$ cat config.mk
export PLATFORM = sky130hd
export DESIGN_NAME = phy_autoneg_advert_register
export DESIGN_NICKNAME = d
export VERILOG_FILES = /design/src/adv_reg_pkg.sv /design/src/phy_autoneg_advert_register.sv
export SDC_FILE = /design/constraint.sdc
export NUM_CORES = 1
export LEC_CHECK = 0
export ABC_AREA = 0
export BUFFER_PORTS_ARGS = -buffer_cell sky130_fd_sc_hd__clkbuf_2
export CAP_MARGIN = 5
export CELL_PAD_IN_SITES_DETAIL_PLACEMENT = 1
export CELL_PAD_IN_SITES_GLOBAL_PLACEMENT = 1
export CORE_MARGIN = 3
export CORE_UTILIZATION = 36
export DETAILED_ROUTE_END_ITERATION = 8
export PLACE_DENSITY_LB_ADDON = 0.3
export SYNTH_ARGS = -nofsm -noshare
export SYNTH_HDL_FRONTEND = slang
export SYNTH_SLANG_ARGS = --single-unit
$ cat constraint.sdc
create_clock -name clk -period 2.8 [get_ports clk]
set_input_delay 0.56 -clock clk [delete_from_list [all_inputs] [get_ports clk]]
set_output_delay 0.56 -clock clk [all_outputs]
set_load 0.01 [all_outputs]
$ cat src/adv_reg_pkg.sv
// constants and types for the negotiation advertisement register bank
`default_nettype none
package adv_reg_pkg;
    // ************************************************************
    // register map
    // ************************************************************
    localparam int          ADR_W                = 8;
    localparam logic [7:0]  ADV_P1_OFFSET        = 8'h04;
    localparam logic [7:0]  ADV_P2_OFFSET        = 8'h44;
    localparam logic [7:0]  LOADER_CTRL_OFFSET   = 8'h80;
    localparam logic [7:0]  LOADER_STATUS_OFFSET = 8'h84;
    // ************************************************************
    // advertisement field layout
    // ************************************************************
    localparam logic [15:0] ADV_RW_MASK          = 16'h3DFF;
    localparam logic [15:0] ADV_RESET            = 16'h0181;
    localparam int          REMOTE_FAULT_BIT     = 13;
    localparam int          RSVD_RW_BIT          = 12;
    localparam int          ASYM_PAUSE_BIT       = 11;
    localparam int          SYM_PAUSE_BIT        = 10;
    localparam int          FD100_BIT            = 8;
    localparam int          HD100_BIT            = 7;
    localparam int          FD10_BIT             = 6;
    localparam int          HD10_BIT             = 5;
    localparam int          SELECTOR_MSB         = 4;
    localparam logic [4:0]  SELECTOR_8023        = 5'h01;
    localparam int          RELOAD_BIT           = 0;
    localparam int          BUSY_BIT             = 0;
    // ************************************************************
    // types
    // ************************************************************
    typedef enum logic [1:0] {LD_IDLE, LD_PORT1, LD_PORT2} load_t;
    typedef struct packed {
        logic       duplex;
        logic       speed;
        logic       autoneg;
        logic       full_duplex_pause_boot_setting;
        logic       manual_pause_boot_setting;
    } strap_t;
    typedef struct packed {
        logic              cyc;
        logic              stb;
        logic              we;
        logic [3:0]        sel;
        logic [ADR_W-1:0]  adr;
        logic [31:0]       dat;
    } wb_req_t;
    typedef struct packed {
        logic        ack;
        logic [31:0] dat;
    } wb_rsp_t;
endpackage : adv_reg_pkg
`default_nettype wire

$ cat src/phy_autoneg_advert_register.sv
// per-port negotiation advertisement registers with strap capture and loader
// What this block does
// - loader rewrites both registers after reset release and on each reload command
// - bit 13 read/write, resets 0, advertises remote fault when set
// - bit 11 read/write, advertises asymmetric pause when set
// - bit 10 read/write, advertises symmetric pause when set
// - bit 8 read/write, resets 1, advertises 100 full duplex
// - bit 7 read/write, resets 1, advertises 100 half duplex
// - bit 6 read/write, advertises 10 full duplex, default from straps
// - bit 5 read/write, advertises 10 half duplex, default from straps
// - bits 4:0 read/write selector, resets to 00001
// - manual pause strap 0: symmetric 1, asymmetric follows full duplex pause strap
// - manual pause strap 1: both pause bits load as 0
// - 10 full duplex default is autoneg OR (not speed AND duplex)
// - 10 half duplex default is autoneg OR not speed
// - straps captured when reset is released and held afterwards
//
// The Wishbone interface to the registers is this design's own decision.
`timescale 1ns/1ps
`default_nettype none
module phy_autoneg_advert_register (
    input  wire logic                       clk,
    input  wire logic                       rst,
    input  wire adv_reg_pkg::strap_t [1:0]  strap_pins,
    input  wire adv_reg_pkg::wb_req_t       wb_req,
    output var  adv_reg_pkg::wb_rsp_t       wb_rsp,
    output var  logic [1:0][15:0]           negotiation_advert_reg,
    output var  logic                       loader_busy
);
    // ************************************************************
    // state
    // ************************************************************
    typedef struct packed {
        adv_reg_pkg::strap_t [1:0] sync1;
        adv_reg_pkg::strap_t [1:0] sync2;
        adv_reg_pkg::strap_t [1:0] straps;
        logic                      boot;
        adv_reg_pkg::load_t        ld;
        logic                      busy;
        logic [1:0][15:0]          adv;
        adv_reg_pkg::wb_rsp_t      rsp;
    } state_t;

    localparam state_t RESET_STATE = '{
        sync1  : '0,
        sync2  : '0,
        straps : '0,
        boot   : 1'b1,
        ld     : adv_reg_pkg::LD_IDLE,
        busy   : 1'b0,
        adv    : {adv_reg_pkg::ADV_RESET, adv_reg_pkg::ADV_RESET},
        rsp    : '0
    };

    state_t           st;
    state_t           next_st;
    logic             req;
    logic             reload;
    logic [31:0]      rd;
    logic [15:0]      wmask;
    logic [1:0][15:0] dflt;

    // ************************************************************
    // per-port load values from the captured straps
    // ************************************************************
    genvar g;
    generate
        for (g = 0; g < 2; g++) begin : g_port
            adv_reg_pkg::strap_t s;
            logic                sym;
            logic                asym;
            logic                fd10;
            logic                hd10;
            assign s    = st.straps[g];
            assign sym  = ~s.manual_pause_boot_setting;
            assign asym = ~s.manual_pause_boot_setting
                        & s.full_duplex_pause_boot_setting;
            assign fd10 = s.autoneg | (~s.speed & s.duplex);
            assign hd10 = s.autoneg | ~s.speed;
            // remote fault and bit 12 load as 0, 100 abilities as 1
            assign dflt[g] = {3'b000, 1'b0, asym, sym, 1'b0, 1'b1, 1'b1,
                              fd10, hd10, adv_reg_pkg::SELECTOR_8023};
        end
    endgenerate

    // ************************************************************
    // bus slave and loader
    // ************************************************************
    always_comb begin
        next_st = st;
        req     = wb_req.cyc & wb_req.stb & ~st.rsp.ack;
        reload  = 1'b0;
        rd      = 32'h0000_0000;
        // reserved read-only bits never take a write
        wmask   = adv_reg_pkg::ADV_RW_MASK
                & {{8{wb_req.sel[1]}}, {8{wb_req.sel[0]}}};

        next_st.sync1 = strap_pins;
        next_st.sync2 = st.sync1;
        next_st.boot  = 1'b0;

        if (req) begin
            if (wb_req.adr == adv_reg_pkg::ADV_P1_OFFSET) begin
                rd = {16'h0000, st.adv[0]};
                if (wb_req.we) begin
                    next_st.adv[0] = (st.adv[0] & ~wmask)
                                   | (wb_req.dat[15:0] & wmask);
                end
            end else if (wb_req.adr == adv_reg_pkg::ADV_P2_OFFSET) begin
                rd = {16'h0000, st.adv[1]};
                if (wb_req.we) begin
                    next_st.adv[1] = (st.adv[1] & ~wmask)
                                   | (wb_req.dat[15:0] & wmask);
                end
            end else if (wb_req.adr == adv_reg_pkg::LOADER_CTRL_OFFSET) begin
                rd = 32'h0000_0000;
                if (wb_req.we && wb_req.sel[0]) begin
                    reload = wb_req.dat[adv_reg_pkg::RELOAD_BIT];
                end
            end else if (wb_req.adr == adv_reg_pkg::LOADER_STATUS_OFFSET) begin
                rd = {21'h00_0000, st.straps[1], st.straps[0], st.busy};
            end else begin
                // unmapped: acknowledged, reads zero, writes dropped
                rd = 32'h0000_0000;
            end
        end

        next_st.rsp.ack = req;
        next_st.rsp.dat = rd;

        // loader runs after the bus so a load wins over a same-cycle write
        case (st.ld)
            adv_reg_pkg::LD_IDLE: begin
                next_st.ld = adv_reg_pkg::LD_IDLE;
            end
            adv_reg_pkg::LD_PORT1: begin
                next_st.adv[0] = dflt[0];
                next_st.ld     = adv_reg_pkg::LD_PORT2;
            end
            adv_reg_pkg::LD_PORT2: begin
                next_st.adv[1] = dflt[1];
                next_st.ld     = adv_reg_pkg::LD_IDLE;
            end
            default: begin
                next_st.ld = adv_reg_pkg::LD_IDLE;
            end
        endcase

        // a reload in mid-load restarts from port 1
        if (reload) begin
            next_st.ld = adv_reg_pkg::LD_PORT1;
        end
        // first cycle after release: catch straps once, then load
        if (st.boot) begin
            next_st.straps = st.sync2;
            next_st.ld     = adv_reg_pkg::LD_PORT1;
        end
        next_st.busy = (next_st.ld != adv_reg_pkg::LD_IDLE);
    end

    always_ff @(posedge clk) begin
        if (rst) begin
            st       <= RESET_STATE;
            // synchronisers keep running so straps are settled at release
            st.sync1 <= next_st.sync1;
            st.sync2 <= next_st.sync2;
        end else begin
            st <= next_st;
        end
    end

    assign wb_rsp                 = st.rsp;
    assign negotiation_advert_reg = st.adv;
    assign loader_busy            = st.busy;

    // ************************************************************
    // checks
    // ************************************************************
    logic wr_p1;
    logic quiet;
    assign wr_p1 = req & wb_req.we & (wb_req.sel == 4'hF)
                 & (wb_req.adr == adv_reg_pkg::ADV_P1_OFFSET);
    assign quiet = (st.ld == adv_reg_pkg::LD_IDLE) & ~st.boot;
endmodule : phy_autoneg_advert_register
`default_nettype wire

==> flow_summary_export.csv <==
group,metric,value,unit
timing,min_period_over_period,0.714,
placed_design,portBuffers,79,
clock_network,cts-root-buf,"clkbuf_8",
setup_path,cp-end-kind,"flip-flop",
synthesis,netlist_area,3250,um2
synthesis,yosys_most_used_dff,"dfxtp_1",
timing,clock_skew,0.00824,ns
finish,area_growth,8.63,%
die,fp.coreArea,8760,um2
setup_path,cp_data_arrival_time,2.21,ns
setup_path,required,3.01,ns
finish,antennaDiodeCount,0,
synthesis,synth_cell_type_count,35,
clock_network,clkLatencyLatePin,0.35,ns
setup_path,crit_type,"input port to flip-flop",
clock_network,cts_made_buffers,9,
route,drcViolationCount,0,
synthesis,synth-seq-cells,75,
timing,whs,0.311,ns
clock_network,clkTransAtPathRegs,0.07,ns
die,io_pins,125,
status,status,"completed",
power_and_ir_drop,peakVddDrop,0.000250,V
placed_design,finalWeightedCongestion,0.830,
placed_design,dpl_cell_area,3340,um2
route,dr.pass1.iters,4,
route,vias_per_cell,4.69,
timing,layout_min_cycle_time,2.00,ns
clock_network,cts_buffer_depth,2,
global_routing,antenna_found_initial,0,
power_and_ir_drop,intPower,1.59,mW
synthesis,synthCells,343,
timing,setup_viol,0,
power_and_ir_drop,p_leak,1.57,nW
synthesis,synth-seq-area-share,0.462,
global_routing,grt_pass1_vias,2202,
power_and_ir_drop,comb_power_share,0.074,
clock_network,cts_tree,"yes",
timing,fmax,500,MHz
global_routing,grt_overflow,0,
synthesis,ys_async_sr_fraction,0,
clock_network,cts-htree-levels,3,
route,via_count,2307,
power_and_ir_drop,p_switching,0.516,mW
global_routing,grt_pass1_wl,11.9,mm
power_and_ir_drop,p_seq_frac,0.533,
clock_network,holdBufCountCts,0,
setup_path,cp_max_fo,7,
timing,fin_setup_tns,0,ns
power_and_ir_drop,power_density,597,nW/um2
power_and_ir_drop,pwr-share-clk,0.392,
clock_network,cts_setup_buffers,0,
synthesis,ys_warn_count,0,
die,die_w,101,um
route,initialDrtViolationCount,79,
setup_path,critPathLaunchType,"input port",
finish,final_common_cell,"clkbuf_2",
timing,rsz0062_at_grt,"false",
global_routing,grtUsageTotal,0.156,
clock_network,cts_resized,0,
flow_run,maxCapViolations,0,
finish,fillers,1064,
die,start_util,0.371,
power_and_ir_drop,swShare,0.245,
worst_hold_path,worstHoldPathType,"input port to flip-flop",
synthesis,syn_area_per_cell,9.47,um2
route,avgRoutedWirePerCell,15.9,um
finish,final_cell_mix,"79 x clkbuf_2, 75 x dfxtp_1, 43 x nor2_1",
finish,final_area,3530,um2
finish,layout-drive-gt1-share,0.276,
route,finalWirelength,7.84,mm
timing,slew_headroom,0.478,
route,ant_nets,0,
timing,fin_ws,0.800,ns
placed_design,dp_slack,0.451,ns
timing,worst_pin_slew,0.782,ns
die,dieArea,10200,um2
die,die_height,101,um
global_routing,grt_max_degree,28,
synthesis,synth_edf_count,0,
die,std_cell_rows,34,
clock_network,clock_sinks,75,
finish,nets,439,
timing,drv_slew,0,
placed_design,dpl.hpwl,5.94,mm
timing,hold_viol,0,
==> through the flow <==
step / utilization / power, mW / cells
2_1_floorplan: - / 1.27 / 366
3_3_place_gp: 0.381 / 1.30 / 477
3_5_place_dp: 0.381 / 1.31 / 477
4_1_cts: 0.403 / 2.13 / 492
5_1_grt: 0.403 / 2.19 / 492
6_report: 0.403 / 2.11 / 492
==> final timing paths <==
path / start / endpoint / slack (ns) / depth (start not counted)
setup reg to reg: wb_rsp[32]$_SDFF_PP0_ / flip-flop / 1.08 / 5
setup / recovery: wb_req[39] / negotiation_advert_reg[27]$_SDFFE_PP0P_ / 0.80 / 5
hold reg to reg: next_st[80]$_DFF_P_ / st[80]$_DFF_P_ / 0.33 / 0
hold / removal: strap_pins[6] / next_st[85]$_DFF_P_ / 0.31 / 1
==> logic make-up (layout without fill, tap and decap cells) <==
kind of cell / Yosys count / in the layout / synth area share
mux: 37 / 37 / 0.114
simple gates: 114 / 114 / 0.188
buf+inv: 86 / 104 / 0.181
other cells: 1 / 24 / 0.00115
compound gates: 30 / 30 / 0.0528
flops: 75 / 75 / 0.462
==> cell usage after synthesis (all sizes together), types with 2 or more instances <==
cell     n  area share
buf     69        0.16
nand2   21       0.024
o211ai   3      0.0069
nand4b   2      0.0054
nor2    43       0.050
nor2b    4      0.0077
nor3b    4      0.0092
nand2b   6       0.012
dfxtp   75        0.46
nand3    5      0.0077
nor3    13       0.020
nand4    2      0.0038
mux2i   36        0.11
nor4     8       0.031
or4      2      0.0058
a21oi   21       0.032
clkbuf  13       0.015
inv      4      0.0046
==> metal layers <==
metal	part of all wire	vias to the layer above	wire [um]	global-route usage
li1	-	1143	-	-
met1	0.44	1087	3430	0.192
met2	0.49	67	3810	0.252
met3	0.063	10	497	0.0581
met4	0.013	0	101	0.0511
met5	0	-	0	0
==> critical path, stage by stage <==
cell	delay (ns)
clkbuf_2	0.13
or4b_4	0.63
nor4_4	0.56
nor3b_1	0.25
nor4_1	0.07
==> power by group through the flow <==
stage / Sequential (mW) / Clock, mW / Combinational [mW]
after CTS: 1.12 / 0.847 / 0.157
after global placement: 1.15 / 0 / 0.154
final: 1.12 / 0.826 / 0.157
after detailed placement: 1.15 / 0 / 0.157
after floorplan: 1.14 / 0 / 0.135
after global routing: 1.13 / 0.890 / 0.175
==> cell type report <==
type / count / area, um2 / share of cell area
sequential: 75 / 1500 / 0.425
clock inverter: 4 / 51.3 / 0.0145
inverter: 4 / 15.0 / 0.00425
multi-input combinational: 205 / 1240 / 0.353
timing repair buffer: 85 / 440 / 0.125
clock buffer: 11 / 141 / 0.0401
tap: 108 / 135 / 0.0383
No activity file was read; power rests on OpenSTA's default activity.
